**src/fc_ls_pkg.sv**
```systemverilog
package fc_ls_pkg;
	// ****************************************
	// Header codes
	// ****************************************
	localparam logic [7:0] TYPE_BLS = 8'h00;
	localparam logic [7:0] TYPE_ELS = 8'h01;
	localparam logic [3:0] RCTL_BLS_HI = 4'h8;
	localparam logic [7:0] RCTL_ELS_REQ = 8'h22;
	localparam logic [7:0] RCTL_ELS_RPY = 8'h23;
	localparam int FCTL_PARAM_VALID_BIT = 3;
	// ****************************************
	// Basic link service codes
	// ****************************************
	localparam logic [3:0] BLS_NOP = 4'h0;
	localparam logic [3:0] BLS_ABTS = 4'h1;
	localparam logic [3:0] BLS_RMC = 4'h2;
	localparam logic [3:0] BLS_ACC = 4'h4;
	localparam logic [3:0] BLS_RJT = 4'h5;
	localparam logic [7:0] SEQID_VALID = 8'h80;
	localparam logic [7:0] SEQID_INVALID = 8'h00;
	localparam logic [15:0] SEQ_CNT_ZERO = 16'h0000;
	localparam logic [7:0] BRJT_INVALID_CMD = 8'h01;
	localparam logic [7:0] BRJT_LOGICAL_ERR = 8'h03;
	localparam logic [7:0] BRJT_LOGICAL_BUSY = 8'h05;
	localparam logic [7:0] BRJT_PROTOCOL_ERR = 8'h07;
	localparam logic [7:0] BRJT_UNABLE = 8'h09;
	localparam logic [7:0] BRJT_VENDOR = 8'hff;
	localparam logic [7:0] BEXP_NONE = 8'h00;
	localparam logic [7:0] BEXP_BAD_IDS = 8'h03;
	localparam logic [7:0] BEXP_NO_SEQ_INFO = 8'h05;
	// ****************************************
	// Extended link service codes
	// ****************************************
	localparam logic [7:0] ELS_RJT = 8'h01;
	localparam logic [7:0] ELS_ACC = 8'h02;
	localparam logic [7:0] ELS_LOOP_TEST = 8'h11;
	localparam int NUM_ELS = 14;
	localparam logic [NUM_ELS*8-1:0] ELS_LIST = {8'h52, 8'h60, 8'h04, 8'h05, 8'h50, 8'h03, 8'h20,
		8'h21, 8'h0f, 8'h53, 8'h78, 8'h12, 8'h24, 8'h7d};
	localparam logic [7:0] LOOP_FIRST = 8'h01;
	localparam logic [7:0] LOOP_LAST = 8'h07;
	localparam logic [31:0] LSRJT_WORD0 = 32'h01000000;
	localparam logic [7:0] LSRJT_NOT_SUPP = 8'h0b;
	localparam logic [7:0] LSRJT_EXP_NONE = 8'h00;
	localparam logic [7:0] VENDOR_BYTE = 8'h00;
	localparam logic [7:0] RSVD_BYTE = 8'h00;
	// ****************************************
	// Payload bytes of replies
	// ****************************************
	localparam int BAACC_LEN = 12;
	localparam int BARJT_LEN = 4;
	localparam int LSRJT_LEN = 8;
	localparam int MAX_LEN = 12;

	typedef enum logic [2:0] {
		RPY_NONE,
		RPY_BA_ACC,
		RPY_BA_RJT,
		RPY_LS_RJT,
		RPY_ELS_PASS
	} reply_kind_t;
endpackage : fc_ls_pkg

```
**src/fc_ls_if.sv**
```systemverilog
`timescale 1ns/1ps
interface fc_ls_if;
	// Initiator to target frame
	logic rq_valid;
	logic rq_ready;
	logic [7:0] rq_r_ctl;
	logic [7:0] rq_type;
	logic [23:0] rq_f_ctl;
	logic [15:0] rq_ox_id;
	logic [15:0] rq_rx_id;
	logic [31:0] rq_param;
	logic [7:0] rq_pl0;
	logic [7:0] rq_pl1;
	logic rq_pl_present;
	// Target to initiator frame
	logic rp_valid;
	logic rp_ready;
	logic [7:0] rp_r_ctl;
	logic [7:0] rp_type;
	logic [15:0] rp_ox_id;
	logic [15:0] rp_rx_id;
	logic [3:0] rp_len;
	logic [8*fc_ls_pkg::MAX_LEN-1:0] rp_payload;

	modport target (
		input rq_valid, rq_r_ctl, rq_type, rq_f_ctl, rq_ox_id, rq_rx_id, rq_param, rq_pl0, rq_pl1,
		input rq_pl_present, rp_ready,
		output rq_ready, rp_valid, rp_r_ctl, rp_type, rp_ox_id, rp_rx_id, rp_len, rp_payload
	);
	modport initiator (
		output rq_valid, rq_r_ctl, rq_type, rq_f_ctl, rq_ox_id, rq_rx_id, rq_param, rq_pl0, rq_pl1,
		output rq_pl_present, rp_ready,
		input rq_ready, rp_valid, rp_r_ctl, rp_type, rp_ox_id, rp_rx_id, rp_len, rp_payload
	);
endinterface : fc_ls_if

```
**src/fc_ls_target.sv**
```systemverilog
`timescale 1ns/1ps
// Overview of operation
// - BLS: no payload, TYPE 00h, R_CTL 1000xxxx
// - Decode NOP, ABTS, RMC, BA_ACC, BA_RJT
// - NOP and RMC discarded silently
// - Reserved and invalid fields never checked
// - One BA_ACC or BA_RJT per ABTS
// - Initiator aborts whole exchanges only
// - BA_ACC payload twelve bytes, fixed layout
// - SEQ_ID validity and SEQ_ID zero
// - OX_ID, RX_ID from aborted exchange
// - Both sequence counts zero
// - BA_RJT payload four bytes
// - BA_RJT reason code encodings
// - BA_RJT explanation encodings
// - ELS TYPE 01h, R_CTL 22h/23h
// - First payload byte is command code
// - Fourteen supported ELS request codes
// - Code 11h split by second byte
// - Loop frame types 01h to 07h
// - Loop frame outside init gets LS_RJT
// - Unsupported ELS gets LS_RJT
// - LS_RJT payload layout, word 01000000h
// - Not supported 0Bh, explanation 00h
module fc_ls_target (
	input wire logic clk_sys_i,
	input wire logic reset_n_i,
	fc_ls_if.target link,
	input wire logic loop_init_i,
	input wire logic abort_busy_i,
	output logic els_req_o,
	output logic [7:0] els_code_o,
	output logic loop_frame_o,
	output logic [7:0] loop_kind_o
);
	fc_ls_pkg::reply_kind_t kind;
	logic is_abts;
	logic take;
	logic busy;

	logic abts_open;
	logic next_ready;
	logic next_answer;
	logic [7:0] next_r_ctl;
	logic [7:0] next_type;
	logic [3:0] next_len;
	logic [8*fc_ls_pkg::MAX_LEN-1:0] next_payload;

	// ****************************************
	// Frame classification
	// ****************************************
	fc_ls_classify u_cls (
		.r_ctl_i(link.rq_r_ctl),
		.type_i(link.rq_type),
		.pl0_i(link.rq_pl0),
		.pl1_i(link.rq_pl1),
		.pl_present_i(link.rq_pl_present),
		.loop_init_i(loop_init_i),
		.abts_pending_i(abort_busy_i),
		.kind_o(kind),
		.is_abts_o(is_abts)
	);

	// ****************************************
	// Request acceptance
	// ****************************************
	assign busy = link.rp_valid;
	assign take = link.rq_valid && link.rq_ready;

	// Closed while a reply is owed or on the wire
	always_comb begin
		next_ready = 1'b1;
		if (busy || abts_open)
			next_ready = 1'b0;
		if (take && next_answer)
			next_ready = 1'b0;
	end

	always_ff @(posedge clk_sys_i) begin
		if (!reset_n_i)
			link.rq_ready <= 1'b0;
		else
			link.rq_ready <= next_ready;
	end

	// ****************************************
	// Outstanding ABTS
	// ****************************************
	always_ff @(posedge clk_sys_i) begin
		if (!reset_n_i)
			abts_open <= 1'b0;
		else if (take && is_abts)
			abts_open <= 1'b1;
		else if (link.rp_valid && link.rp_ready)
			abts_open <= 1'b0;
	end

	// ****************************************
	// Reply frame contents
	// ****************************************
	// Built from the request being taken this cycle
	always_comb begin
		next_answer = 1'b0;
		next_r_ctl = 8'h00;
		next_type = 8'h00;
		next_len = 4'h0;
		next_payload = '0;
		case (kind)
			fc_ls_pkg::RPY_BA_ACC: begin
				next_answer = is_abts;
				next_type = fc_ls_pkg::TYPE_BLS;
				next_r_ctl = {fc_ls_pkg::RCTL_BLS_HI, fc_ls_pkg::BLS_ACC};
				next_len = 4'(fc_ls_pkg::BAACC_LEN);
				next_payload = {fc_ls_pkg::SEQID_INVALID, 8'h00, fc_ls_pkg::RSVD_BYTE,
					fc_ls_pkg::RSVD_BYTE, link.rq_ox_id, link.rq_rx_id,
					fc_ls_pkg::SEQ_CNT_ZERO, fc_ls_pkg::SEQ_CNT_ZERO};
			end
			fc_ls_pkg::RPY_BA_RJT: begin
				next_answer = is_abts;
				next_type = fc_ls_pkg::TYPE_BLS;
				next_r_ctl = {fc_ls_pkg::RCTL_BLS_HI, fc_ls_pkg::BLS_RJT};
				next_len = 4'(fc_ls_pkg::BARJT_LEN);
				next_payload = {fc_ls_pkg::RSVD_BYTE, fc_ls_pkg::BRJT_LOGICAL_BUSY,
					fc_ls_pkg::BEXP_NONE, fc_ls_pkg::VENDOR_BYTE, 64'h0};
			end
			fc_ls_pkg::RPY_LS_RJT: begin
				next_answer = 1'b1;
				next_type = fc_ls_pkg::TYPE_ELS;
				next_r_ctl = fc_ls_pkg::RCTL_ELS_RPY;
				next_len = 4'(fc_ls_pkg::LSRJT_LEN);
				next_payload = {fc_ls_pkg::LSRJT_WORD0, fc_ls_pkg::RSVD_BYTE,
					fc_ls_pkg::LSRJT_NOT_SUPP, fc_ls_pkg::LSRJT_EXP_NONE,
					fc_ls_pkg::VENDOR_BYTE, 32'h0};
			end
			default: next_answer = 1'b0;
		endcase
	end

	// ****************************************
	// Reply handshake
	// ****************************************
	// Held until the initiator takes it
	always_ff @(posedge clk_sys_i) begin
		if (!reset_n_i)
			link.rp_valid <= 1'b0;
		else if (link.rp_valid && link.rp_ready)
			link.rp_valid <= 1'b0;
		else if (take)
			link.rp_valid <= next_answer;
	end

	// ****************************************
	// Reply header and payload
	// ****************************************
	always_ff @(posedge clk_sys_i) begin
		if (!reset_n_i) begin
			link.rp_r_ctl <= 8'h00;
			link.rp_type <= 8'h00;
			link.rp_ox_id <= 16'h0000;
			link.rp_rx_id <= 16'h0000;
			link.rp_len <= 4'h0;
		end else if (take && next_answer) begin
			link.rp_r_ctl <= next_r_ctl;
			link.rp_type <= next_type;
			link.rp_ox_id <= link.rq_ox_id;
			link.rp_rx_id <= link.rq_rx_id;
			link.rp_len <= next_len;
		end
	end

	// Unused low bytes stay zero
	always_ff @(posedge clk_sys_i) begin
		if (!reset_n_i)
			link.rp_payload <= '0;
		else if (take && next_answer)
			link.rp_payload <= next_payload;
	end

	// ****************************************
	// Supported request forwarding
	// ****************************************
	always_ff @(posedge clk_sys_i) begin
		if (!reset_n_i) begin
			els_req_o <= 1'b0;
			els_code_o <= 8'h00;
		end else begin
			els_req_o <= take && kind == fc_ls_pkg::RPY_ELS_PASS;
			if (take)
				els_code_o <= link.rq_pl0;
		end
	end

	// ****************************************
	// Loop frame forwarding
	// ****************************************
	always_ff @(posedge clk_sys_i) begin
		if (!reset_n_i) begin
			loop_frame_o <= 1'b0;
			loop_kind_o <= 8'h00;
		end else begin
			loop_frame_o <= take && kind == fc_ls_pkg::RPY_NONE && link.rq_type == fc_ls_pkg::TYPE_ELS &&
				link.rq_r_ctl == fc_ls_pkg::RCTL_ELS_REQ;
			if (take)
				loop_kind_o <= link.rq_pl1;
		end
	end
endmodule : fc_ls_target

```
**src/fc_ls_classify.sv**
```systemverilog
`timescale 1ns/1ps
module fc_ls_classify (
	input wire logic [7:0] r_ctl_i,
	input wire logic [7:0] type_i,
	input wire logic [7:0] pl0_i,
	input wire logic [7:0] pl1_i,
	input wire logic pl_present_i,
	input wire logic loop_init_i,
	input wire logic abts_pending_i,
	output fc_ls_pkg::reply_kind_t kind_o,
	output logic is_abts_o
);
	logic els_known;
	logic [fc_ls_pkg::NUM_ELS-1:0] hit;
	logic loop_frame;

	// ****************************************
	// Supported request lookup
	// ****************************************
	genvar g;
	generate
		for (g = 0; g < fc_ls_pkg::NUM_ELS; g++) begin : g_els
			assign hit[g] = (pl0_i == fc_ls_pkg::ELS_LIST[g*8 +: 8]);
		end
	endgenerate
	assign els_known = |hit;
	assign loop_frame = (pl0_i == fc_ls_pkg::ELS_LOOP_TEST) && (pl1_i >= fc_ls_pkg::LOOP_FIRST) &&
		(pl1_i <= fc_ls_pkg::LOOP_LAST);

	always_comb begin
		kind_o = fc_ls_pkg::RPY_NONE;
		is_abts_o = 1'b0;
		// Parameter word and reserved fields never examined
		if (type_i == fc_ls_pkg::TYPE_BLS && r_ctl_i[7:4] == fc_ls_pkg::RCTL_BLS_HI && !pl_present_i) begin
			case (r_ctl_i[3:0])
				fc_ls_pkg::BLS_ABTS: begin
					is_abts_o = 1'b1;
					kind_o = abts_pending_i ? fc_ls_pkg::RPY_BA_RJT : fc_ls_pkg::RPY_BA_ACC;
				end
				fc_ls_pkg::BLS_NOP, fc_ls_pkg::BLS_RMC: kind_o = fc_ls_pkg::RPY_NONE;
				fc_ls_pkg::BLS_ACC, fc_ls_pkg::BLS_RJT: kind_o = fc_ls_pkg::RPY_NONE;
				default: kind_o = fc_ls_pkg::RPY_NONE;
			endcase
		end else if (type_i == fc_ls_pkg::TYPE_ELS && r_ctl_i == fc_ls_pkg::RCTL_ELS_REQ) begin
			if (els_known)
				kind_o = fc_ls_pkg::RPY_ELS_PASS;
			else if (loop_frame && loop_init_i)
				kind_o = fc_ls_pkg::RPY_NONE;
			else
				kind_o = fc_ls_pkg::RPY_LS_RJT;
		end
	end
endmodule : fc_ls_classify

```
**src/flat_wrapper.sv**
```systemverilog
// flat-port wrapper written by rule: the top's interface ports become plain ports
module fc_ls_target_flat 
  (clk_sys_i, reset_n_i, loop_init_i, abort_busy_i, els_req_o, els_code_o, loop_frame_o, loop_kind_o, link_rq_valid, link_rq_r_ctl, link_rq_type, link_rq_f_ctl, link_rq_ox_id, link_rq_rx_id, link_rq_param, link_rq_pl0, link_rq_pl1, link_rq_pl_present, link_rp_ready, link_rq_ready, link_rp_valid, link_rp_r_ctl, link_rp_type, link_rp_ox_id, link_rp_rx_id, link_rp_len, link_rp_payload);
  fc_ls_if link_i ();
  input wire logic clk_sys_i;
  input wire logic reset_n_i;
  input wire logic loop_init_i;
  input wire logic abort_busy_i;
  output logic els_req_o;
  output logic [7:0] els_code_o;
  output logic loop_frame_o;
  output logic [7:0] loop_kind_o;
  input wire logic [$bits(link_i.rq_valid)-1:0] link_rq_valid;
  input wire logic [$bits(link_i.rq_r_ctl)-1:0] link_rq_r_ctl;
  input wire logic [$bits(link_i.rq_type)-1:0] link_rq_type;
  input wire logic [$bits(link_i.rq_f_ctl)-1:0] link_rq_f_ctl;
  input wire logic [$bits(link_i.rq_ox_id)-1:0] link_rq_ox_id;
  input wire logic [$bits(link_i.rq_rx_id)-1:0] link_rq_rx_id;
  input wire logic [$bits(link_i.rq_param)-1:0] link_rq_param;
  input wire logic [$bits(link_i.rq_pl0)-1:0] link_rq_pl0;
  input wire logic [$bits(link_i.rq_pl1)-1:0] link_rq_pl1;
  input wire logic [$bits(link_i.rq_pl_present)-1:0] link_rq_pl_present;
  input wire logic [$bits(link_i.rp_ready)-1:0] link_rp_ready;
  output wire logic [$bits(link_i.rq_ready)-1:0] link_rq_ready;
  output wire logic [$bits(link_i.rp_valid)-1:0] link_rp_valid;
  output wire logic [$bits(link_i.rp_r_ctl)-1:0] link_rp_r_ctl;
  output wire logic [$bits(link_i.rp_type)-1:0] link_rp_type;
  output wire logic [$bits(link_i.rp_ox_id)-1:0] link_rp_ox_id;
  output wire logic [$bits(link_i.rp_rx_id)-1:0] link_rp_rx_id;
  output wire logic [$bits(link_i.rp_len)-1:0] link_rp_len;
  output wire logic [$bits(link_i.rp_payload)-1:0] link_rp_payload;
  assign link_i.rq_valid = link_rq_valid;
  assign link_i.rq_r_ctl = link_rq_r_ctl;
  assign link_i.rq_type = link_rq_type;
  assign link_i.rq_f_ctl = link_rq_f_ctl;
  assign link_i.rq_ox_id = link_rq_ox_id;
  assign link_i.rq_rx_id = link_rq_rx_id;
  assign link_i.rq_param = link_rq_param;
  assign link_i.rq_pl0 = link_rq_pl0;
  assign link_i.rq_pl1 = link_rq_pl1;
  assign link_i.rq_pl_present = link_rq_pl_present;
  assign link_i.rp_ready = link_rp_ready;
  assign link_rq_ready = link_i.rq_ready;
  assign link_rp_valid = link_i.rp_valid;
  assign link_rp_r_ctl = link_i.rp_r_ctl;
  assign link_rp_type = link_i.rp_type;
  assign link_rp_ox_id = link_i.rp_ox_id;
  assign link_rp_rx_id = link_i.rp_rx_id;
  assign link_rp_len = link_i.rp_len;
  assign link_rp_payload = link_i.rp_payload;
  fc_ls_target u_core (.clk_sys_i(clk_sys_i), .reset_n_i(reset_n_i), .link(link_i), .loop_init_i(loop_init_i), .abort_busy_i(abort_busy_i), .els_req_o(els_req_o), .els_code_o(els_code_o), .loop_frame_o(loop_frame_o), .loop_kind_o(loop_kind_o));
endmodule
```
**config.mk**
```make
export PLATFORM = sky130hd
export DESIGN_NAME = fc_ls_target_flat
export DESIGN_NICKNAME = d
export VERILOG_FILES = /design/src/fc_ls_pkg.sv /design/src/fc_ls_if.sv /design/src/fc_ls_target.sv /design/src/fc_ls_classify.sv /design/src/flat_wrapper.sv
export SDC_FILE = /design/constraint.sdc
export NUM_CORES = 1
export LEC_CHECK = 0
export BUFFER_PORTS_ARGS = -buffer_cell sky130_fd_sc_hd__buf_4
export CAP_MARGIN = 20
export CORE_MARGIN = 1.5
export CORE_UTILIZATION = 30
export CTS_CLUSTER_DIAMETER = 120
export DETAILED_ROUTE_END_ITERATION = 16
export PLACE_DENSITY = 0.66
export SYNTH_ARGS = -nofsm -noshare
export SYNTH_HDL_FRONTEND = slang
export SYNTH_SLANG_ARGS = --single-unit
export TNS_END_PERCENT = 10
```
**constraint.sdc**
```tcl
create_clock -name clk_sys_i -period 2.6 [get_ports clk_sys_i]
set_clock_uncertainty 0.1 [all_clocks]
set_input_delay 0 -clock clk_sys_i [delete_from_list [all_inputs] [get_ports clk_sys_i]]
set_output_delay 0 -clock clk_sys_i [all_outputs]
set_load 0.05 [all_outputs]
```
==> Word level (Yosys, flattened, before mapping) <==
Cells that the tools add are included.
{ "classes": {"n_addsub": 0, "mul": 0, "div": 0, "magnitude_cmp": 2, "eq_ne": 23, "n_shift": 0, "muxes": 16, "n_bitwise": 1, "reduce_logical": 23} }
{ "ops": {"columns": ["cell", "count"], "rows": [
  ["$pmux 89 s3", 1],
  ["$eq 8x7->1 const B", 6],
  ["$eq 8x6->1 const B", 4],
  ["$pmux 8 s3", 1],
  ["$eq 8x3->1 const B", 2],
  ["$eq 8x5->1 const B", 2],
  ["$logic_and 1x1->1", 14],
  ["$reduce_or 14->1", 1],
  ["$pmux 4 s3", 1],
  ["$mux 3", 3],
  ["$eq 8x1->1 const B", 1],
  ["$eq 8x2->1 const B", 1],
  ["$eq 8x4->1 const B", 1],
  ["$ge 8x1->1 const B", 1],
  ["$le 8x3->1 const B", 1],
  ["$logic_not 8->1", 1],
  ["$eq 3x2->1 const B", 2],
  ["$mux 1", 6],
  ["$mux 2", 3],
  ["$reduce_or 2->1", 3],
  ["$eq 4x1->1 const B", 1],
  ["$eq 4x4->1 const B", 1],
  ["$eq 3x1->1 const B", 1],
  ["$eq 3x3->1 const B", 1],
  ["6 further kinds", 6]
]} }
{ "word_totals": {"regBits": 169, "latchBits": 0, "ram_bits": 0, "mem_bits_ro": 0, "output_inout_bits": 168, "wordCells": 78, "n_memories": 0} }

==> Depth between registers and ports, before layout <==
Gate-level depths: netlist of the first run.
{ "depth": {"depth_word": 13, "depth_mapped": 8, "ltp_nobuf": 5} }

==> By module <==
From an unflattened synthesis of the first run, not the netlist that was laid out.
{ "hier_totals": {"cells_unflattened": 529, "area_unflattened_um2": 4560.6} }
{ "modules_own_cells": {"columns": ["mod", "instances", "cells_per_inst", "area_each_um2", "seq_area_each_um2"], "rows": [
  ["fc_ls_target", 1, 487, 4257.8, 1821.7],
  ["fc_ls_classify", 1, 42, 302.8, 0.0]
]} }

==> Worst setup path after synthesis of the first run <==
Ideal clock, no wire load.
{ "synth_path": {"path_kind": "register -> register", "startpoint": "register u_core.link.rq_ready", "endpoint": "register u_core.link.rp_rx_id[13]", "setup_time_ns": 0.065, "arrival_time_ns": 2.156, "t_required_ns": 2.435, "setup_slack_ns": 0.280, "stages_incl_launch_ff": 7, "n_path_buf": 1, "synth_period_minus_slack_ns": 2.320, "path_cell_list": "dfxtp_1 nand2_1 or3_1 a311o_2 buf_6 or4_1 nand4_1"} }
{ "synth_between": {"elab_chain_cells": 2} }
{ "synth_rtl": {"columns": ["element", "line", "source"], "rows": [
  ["start: declaration", "fc_ls_if.sv:28", "output rq_ready, rp_valid, rp_r_ctl, rp_type, rp_ox_id, rp_rx_id, rp_len, rp_payload"],
  ["start signal: assignment", "fc_ls_target.sv:83", "link.rq_ready <= next_ready;"],
  ["$logic_and 1x1->1", "fc_ls_target.sv:68", "assign take = link.rq_valid && link.rq_ready;"],
  ["$logic_and 1x1->1", "fc_ls_target.sv:162", "end else if (take && next_answer) begin"],
  ["end signal: assignment", "fc_ls_target.sv:166", "link.rp_rx_id <= link.rq_rx_id;"],
  ["end: declaration", "fc_ls_if.sv:28", null]
]} }
Every way passes these cells.
A chain may end at the register's enable or synchronous reset.

==> Worst setup path in the final report of the first run <==
{ "layout_path": {"startpoint": "input port link_rq_pl0[2]", "endpoint": "register u_core.link.rp_r_ctl[0]"} }
{ "layout_between": {"elab_chain_cells": 12} }
{ "layout_rtl": {"columns": ["element", "line", "source"], "rows": [
  ["start: declaration", "flat_wrapper.sv:20", "input wire logic [$bits(link_i.rq_pl0)-1:0] link_rq_pl0;"],
  ["$eq 8x5->1", "fc_ls_classify.sv:27", "assign loop_frame = (pl0_i == fc_ls_pkg::ELS_LOOP_TEST) && (pl1_i >= fc_ls_pkg::LOOP_FIRST) &&"],
  ["$logic_and 1x1->1 (2 in a row)", "fc_ls_classify.sv:27", null],
  ["$logic_and 1x1->1", "fc_ls_classify.sv:47", "else if (loop_frame && loop_init_i)"],
  ["$mux 2", "fc_ls_classify.sv:47", null],
  ["$mux 3 (*)", "fc_ls_classify.sv:45", "if (els_known)"],
  ["$mux 3 (*)", "fc_ls_classify.sv:44", "end else if (type_i == fc_ls_pkg::TYPE_ELS && r_ctl_i == fc_ls_pkg::RCTL_ELS_REQ) begin"],
  ["$mux 3 (*)", "fc_ls_classify.sv:34", "if (type_i == fc_ls_pkg::TYPE_BLS && r_ctl_i[7:4] == fc_ls_pkg::RCTL_BLS_HI && !pl_present_i) begin"],
  ["$eq 3x1->1 / $eq 3x2->1 (equally long branches)", "fc_ls_target.sv:108", "case (kind)"],
  ["$reduce_or 2->1 (no line)", null, null],
  ["$pmux 1 s2", "fc_ls_target.sv:108", null],
  ["$logic_and 1x1->1", "fc_ls_target.sv:162", null],
  ["end signal: assignment", "fc_ls_target.sv:163", "link.rp_r_ctl <= next_r_ctl;"],
  ["end: declaration", "fc_ls_if.sv:28", null]
]} }
Every way passes the cells marked *; elsewhere a longest branch is shown, timed or not.

==> flow_summary.ini, run 1 <==
[outcome]
status = complete, no violations

[place]
portBuffers = 165
post-dp-hpwl_mm = 12.25
placed_area_sq_um = 6783
place_inst = 1059
place_congestion = 0.8341

[power]
p_sw_mw = 1.053
intPower_mw = 2.381
power_density_nw_per_um2 = 451.4
peakVddDrop_mv = 0.3177
p_comb_share_pct = 18.8
clkPwrFrac_pct = 40.1
p_leak_nw = 2.940
seqPwrFrac_pct = 41.1
swShare_pct = 30.66

[sta]
slew_headroom_pct = 59.54
setup_viol_count_final = 0
rsz0062_at_grt = false
slew_violations = 0
tns_ns = 0
worstMarginPinSlew_ns = 0.6069
min_period_ns = 2.391
fmax_mhz = 418.3
hold_violations = 0
period_share_pct = 91.95

[worst_setup_path]
crit_end = u_core.link.rp_r_ctl[0]$_SDFFE_PN0P_
regToRegEndpoint = u_core.link.rp_r_ctl[0]$_SDFFE_PN0P_
r2r_start = u_core.link.rq_ready$_SDFF_PP0_
cp.arrival_ns = 2.52
r2r_cells = 6
worstPathRequired_ns = 2.73
critical_path_class = primary input to register
critPathLaunchType = primary input
r2r_slack_ns = 0.32
end_kind = register
cp_max_fo = 30
critPathLaunch = link_rq_pl0[2]

[clocking]
cts_tree = built
numCtsBuffers = 9
clockRootBuffer = clkbuf_16
htreeDepth = 3
cts.sinks = 91
path_clk_slew_ns = 0.07
cts_buffer_depth = 2
clock_latency_ns = 0.35

[route]
routed_via_density = 5.337
drc = 0
wire_per_inst_microns = 16.66
vias = 6009
antenna_left = 0
drt_wl_total_mm = 18.76
first_iter_violations = 705
drt_first_pass_iters = 5

[hold_path]
min_path_type = primary input to register
min_path_cells = 4
hold_start = link_rq_type[0]

[global_routing]
first_global_vias = 5095
grt_max_degree = 76
grt_first_pass_wirelength_mm = 28.61
antenna_found_initial = 0
overflow = 0
grt_use_total_pct = 18.00

[final_layout]
final_area_sq_um = 7606
fin_nets = 1015
area_delta_synth_final_pct = 33.40
layout-drive-gt1-share_pct = 23.43
fillers = 1854
diodes = 0
layout_common_cells = buf_4 (181), nand2_1 (107), nand4_1 (93)
layout.cells.most_common = buf_4
stdcell_count = 1126

[synthesis]
synth-edff-count = 0
ys_warn_count = 0
netlist_instances = 735
synth_seq_area_share_pct = 31.95
netlist_area_sq_um = 5702
async_flop_share_pct = 0
synth_flop_cell = dfxtp_1
synth.distinct_cells = 47
avgSynthCellArea_sq_um = 7.757
ys_ff_latch = 91

[floorplan]
die-area_sq_um = 19840
rows = 50
core_area_sq_um = 18640
fp.dieH_microns = 140.9
initial_core_util_pct = 30.58
ioPinCount = 295
die_w_microns = 140.9

[job]
maxCapViolations = 0
metal layers:
metal | GRT usage [%] | up-vias | part of all wire [%]
met2 | 25.90 | 198 | 45
met1 | 25.84 | 2826 | 47
met5 | 0 | - | 0
met4 | 7.895 | 0 | 2.1
met3 | 3.601 | 24 | 5.5
li1 | - | 2961 | -
sequential cells by signal, summed over array words and instances, names as in the netlist:
register,count
u_core.els_code_o,8
u_core.link.rp_rx_id,16
u_core.loop_kind_o,8
u_core.link.rp_valid,1
u_core.els_req_o,1
u_core.link.rq_ready,1
u_core.link.rp_r_ctl,3
u_core.link.rp_payload,33
u_core.loop_frame_o,1
u_core.abts_open,1
u_core.link.rp_type,1
u_core.link.rp_len,1
u_core.link.rp_ox_id,16
power groups by stage:
stage	Clock, mW	Sequential [mW]	Combinational (mW)
detailed placement	0	1.44	0.572
finish	1.38	1.41	0.644
global placement	0	1.44	0.569
CTS	1.40	1.41	0.638
floorplan	0	1.49	0.446
global route	1.46	1.41	0.680
repair_timing:
item	CTS	global route
endpoints found under the hold margin	58	0
hold buffers	52	0
setup buffers	0	0
resized for setup	0	0
logic make-up (layout without fill, tap and decap cells):
| logic type | after synthesis | in the layout | share of synthesized area (%) |
|---|---|---|---|
| buffers and inverters | 171 | 256 | 17.42 |
| and+or+nand+nor | 373 | 373 | 36.93 |
| AOI/OAI and AO/OA | 99 | 99 | 13.63 |
| DFF | 91 | 91 | 31.95 |
| other | 1 | 73 | 0.06577 |
critical path, stage by stage:
cell and delay (ns):
dlygate4sd3_1 0.55, buf_4 0.18, nor4_1 0.50, nor4b_1 0.29
a311o_2 0.27, buf_4 0.29, or3_1 0.31, a31oi_1 0.13
through the flow:
stage | setup slack (ns) | util [%] | total power, mW | hold slack, ns
finish | 0.2093 | 40.80 | 3.433 | 0.02252
global route | 0.04892 | 40.80 | 3.550 | 0.05821
CTS | 0.2553 | 40.80 | 3.453 | 0.008861
detailed placement | 0.3724 | 36.38 | 2.016 | 0.1575
global placement | 0.4016 | 36.38 | 2.012 | 0.1567
floorplan | 0.2796 | - | 1.931 | 0.03605
area by class of cell:
type / count / area (sq um) / area share, %
Clock inverter: 4 / 50.05 / 0.6580
Clock buffer: 11 / 252.7 / 3.323
Inverter: 2 / 7.507 / 0.09870
Multi-Input combinational cell: 545 / 3191 / 41.95
Sequential cell: 91 / 1822 / 23.95
Tap cell: 234 / 292.8 / 3.849
Timing Repair Buffer: 239 / 1991 / 26.17
cells in the mapped netlist (all sizes together), types with 2 or more instances:
library cell	n	area (sq um)
a21oi	21	105.1
a311o	2	21.27
a31oi	4	25.02
and3	3	18.77
buf	116	784.5
clkbuf	53	201.4
dfxtp	91	1822
nand2	107	401.6
nand2b	2	12.51
nand3	67	335.3
nand3b	5	37.54
nand4	93	581.8
nand4b	3	26.28
nor2	5	18.77
nor3	6	35.03
nor4	6	37.54
nor4b	31	271.5
o2111ai	32	280.3
o22ai	2	12.51
o311ai	29	254.0
or2	2	12.52
or3	6	37.54
or4	32	240.2
worst min path at each step:
stage / endpoint / slack (ns)
after CTS: u_core.els_req_o$_SDFF_PN0_ / 0.009
after global placement: u_core.link.rp_ox_id[7]$_SDFFE_PN0P_ / 0.16
after floorplan: u_core.els_code_o[0]$_SDFFE_PN0P_ / 0.04
after detailed placement: u_core.link.rp_ox_id[4]$_SDFFE_PN0P_ / 0.16
after global routing: u_core.els_req_o$_SDFF_PN0_ / 0.06
final: u_core.els_req_o$_SDFF_PN0_ / 0.02
(Power assumes the default switching activity.)
==> run 2: changes to the inputs <==
--- a/config.mk
+++ b/config.mk
@@ -12,6 +12,8 @@
 export CTS_CLUSTER_DIAMETER = 120
 export DETAILED_ROUTE_END_ITERATION = 16
 export PLACE_DENSITY = 0.66
+export RECOVER_POWER = 25
+export SETUP_SLACK_MARGIN = 0.3
 export SYNTH_ARGS = -nofsm -noshare
 export SYNTH_HDL_FRONTEND = slang
 export SYNTH_SLANG_ARGS = --single-unit
==> run 2 against run 1 <==
Net effect:
- flip-flop and latch count is the same
- maximum frequency is 6.0% higher
- cell count is 0.89% higher
- register-to-register slack better by 0.03 ns
- utilization decreased by 0.18 points
- count of clock-buffer cells in the layout fell by 1
- non-clock buffer count grew 9
- die area stayed put
- combinational power fell by 0.9%
- critical path depth decreased by 2
- critical path type is now register to register
- wire length is 2.6% higher
==> flow_summary.ini, run 2 (synthesis results as in run 1) <==
[job]
maxCapViolations = 0

[final_layout]
diodes = 0
largest_reg_flops = 33
regMostFlops = u_core.link.rp_payload
area_delta_synth_final_pct = 32.81
layout.cells.most_common = buf_4
reg.largest.list = u_core.link.rp_payload x33, u_core.link.rp_ox_id x16, u_core.link.rp_rx_id x16
fillers = 1917
fin_nets = 1024
multi_input_area_sq_um = 3192
layout_common_cells = buf_4 (130), nand2_1 (107), nand4_1 (93)
layout-drive-gt1-share_pct = 17.96
seq_area_sq_um = 1823
stdcell_count = 1136

[route]
routed_via_density = 5.437
drc = 0
antenna_left = 0
first_iter_violations = 477
wire_per_inst_microns = 16.95
drt_wl_total_mm = 19.25
vias = 6176
drt_first_pass_iters = 5

[sta]
setup_ws_ns = 0.3452
slew_headroom_pct = 54.96
hold_violations = 0
period_share_pct = 86.72
rsz0062_at_grt = true
fmax_mhz = 443.5
worstMarginPinSlew_ns = 0.6785
tns_ns = 0
slew_violations = 0
min_period_ns = 2.255
setup_viol_count_final = 0

[clocking]
cts_tree = built
clock_latency_ns = 0.35
numCtsBuffers = 9
path_clk_slew_ns = 0.07
clockRootBuffer = clkbuf_16
htreeDepth = 3
cts_setup_buffers = 0
cts_buffer_depth = 2
cts.sinks = 91

[global_routing]
grt_use_total_pct = 18.71
grt_max_degree = 110
overflow = 0
grt_first_pass_wirelength_mm = 29.81
antenna_found_initial = 0
first_global_vias = 5386

[worst_setup_path]
critPathMaxStageDelay_ns = 0.49
critical_path_class = register to register
crit_family = simple AND/OR/NAND/NOR gates
r2r_cells = 6
critPathBufInv = 1
crit_end = u_core.link.rp_ox_id[10]$_SDFFE_PN0P_
r2r_start = u_core.link.rq_ready$_SDFF_PP0_
critPathLaunch = u_core.link.rq_ready$_SDFF_PP0_
cp.arrival_ns = 2.45
end_kind = register
regToRegEndpoint = u_core.link.rp_ox_id[10]$_SDFFE_PN0P_
cp_cell_sequence = nand2_1 -> or3_1 -> a311o_2 -> buf_12 -> or4_1 -> nand4_1
cp_max_fo = 54
worstPathRequired_ns = 2.79
cp_slowest_cell = a311o_2
r2r_slack_ns = 0.35
critPathLaunchType = register
cp.depth = 6

[power]
peakVddDrop_mv = 0.3414
p_leak_nw = 2.780
power_density_nw_per_um2 = 463.7

[floorplan]
initial_core_util_pct = 30.58
core_area_sq_um = 18640
fp.dieH_microns = 140.9
die-area_sq_um = 19840
rows = 50
ioPinCount = 295
die_w_microns = 140.9

[place]
portBuffers = 165
pre_cts_slack_ns = 0.3603
place_inst = 1056
post-dp-hpwl_mm = 12.18
place_congestion = 0.8135

[hold_path]
min_path_type = primary input to register

[outcome]
status = complete, no violations
run 2: tightest hold or removal path, delay by kind of cell:
family | cells | cell delay, ns
and+or+nand+nor | 4 | 0.33
buffers and inverters | 1 | 0.09
run 2: per-stage QoR:
stage / utilization [%] / power (mW) / instance area [sq um] / hold slack (ns)
final: 40.62 / 3.511 / 7572 / 0.01728
after global routing: 40.62 / 3.631 / 7572 / 0.04377
after CTS: 41.52 / 3.547 / 7740 / 0.007195
after detailed placement: 36.34 / 2.016 / 6774 / 0.1577
after global placement: 36.34 / 2.013 / 6774 / 0.1575
after floorplan: - / 1.931 / 5973 / 0.03605
run 2: area by class of cell:
cell class                 instances  area share [%]
sequential                        91           24.07
clock buffer                      10           3.156
multi-input combinational        545           42.15
clock inverter                     6           1.140
inverter                           2         0.09914
timing repair buffer             248           25.51
tap                              234           3.866
run 2: layer usage:
metal | track usage (%) | up-vias | part of all wire (%)
met4 | 8.169 | 0 | 3.2
li1 | - | 2994 | -
met1 | 24.26 | 2892 | 43
met5 | 0 | - | 0
met3 | 6.861 | 41 | 9.5
met2 | 27.79 | 249 | 45
run 2: worst min path at each step:
stage | from | depth (start not counted) | end | slack, ns
2_1_floorplan | link_rq_pl0[0] | 2 | u_core.els_code_o[0]$_SDFFE_PN0P_ | 0.04
3_3_place_gp | link_rq_ox_id[4] | 3 | u_core.link.rp_ox_id[4]$_SDFFE_PN0P_ | 0.16
3_5_place_dp | link_rq_rx_id[12] | 3 | u_core.link.rp_rx_id[12]$_SDFFE_PN0P_ | 0.16
4_1_cts | link_rq_r_ctl[0] | 5 | u_core.els_req_o$_SDFF_PN0_ | 0.007
5_1_grt | link_rq_r_ctl[0] | 5 | u_core.els_req_o$_SDFF_PN0_ | 0.04
6_report | link_rq_r_ctl[0] | 5 | u_core.els_req_o$_SDFF_PN0_ | 0.02
run 2: repair_timing:
item,4_1_cts,5_1_grt
setup endpoints to repair,0,27
gates resized for setup,0,2
hold endpoints to repair,61,0
hold buffers,64,0
run 2: where the power goes:
group	switching [mW]	internal, mW
sequential	0.00594	1.41
combinational	0.462	0.176
clock	0.593	0.869
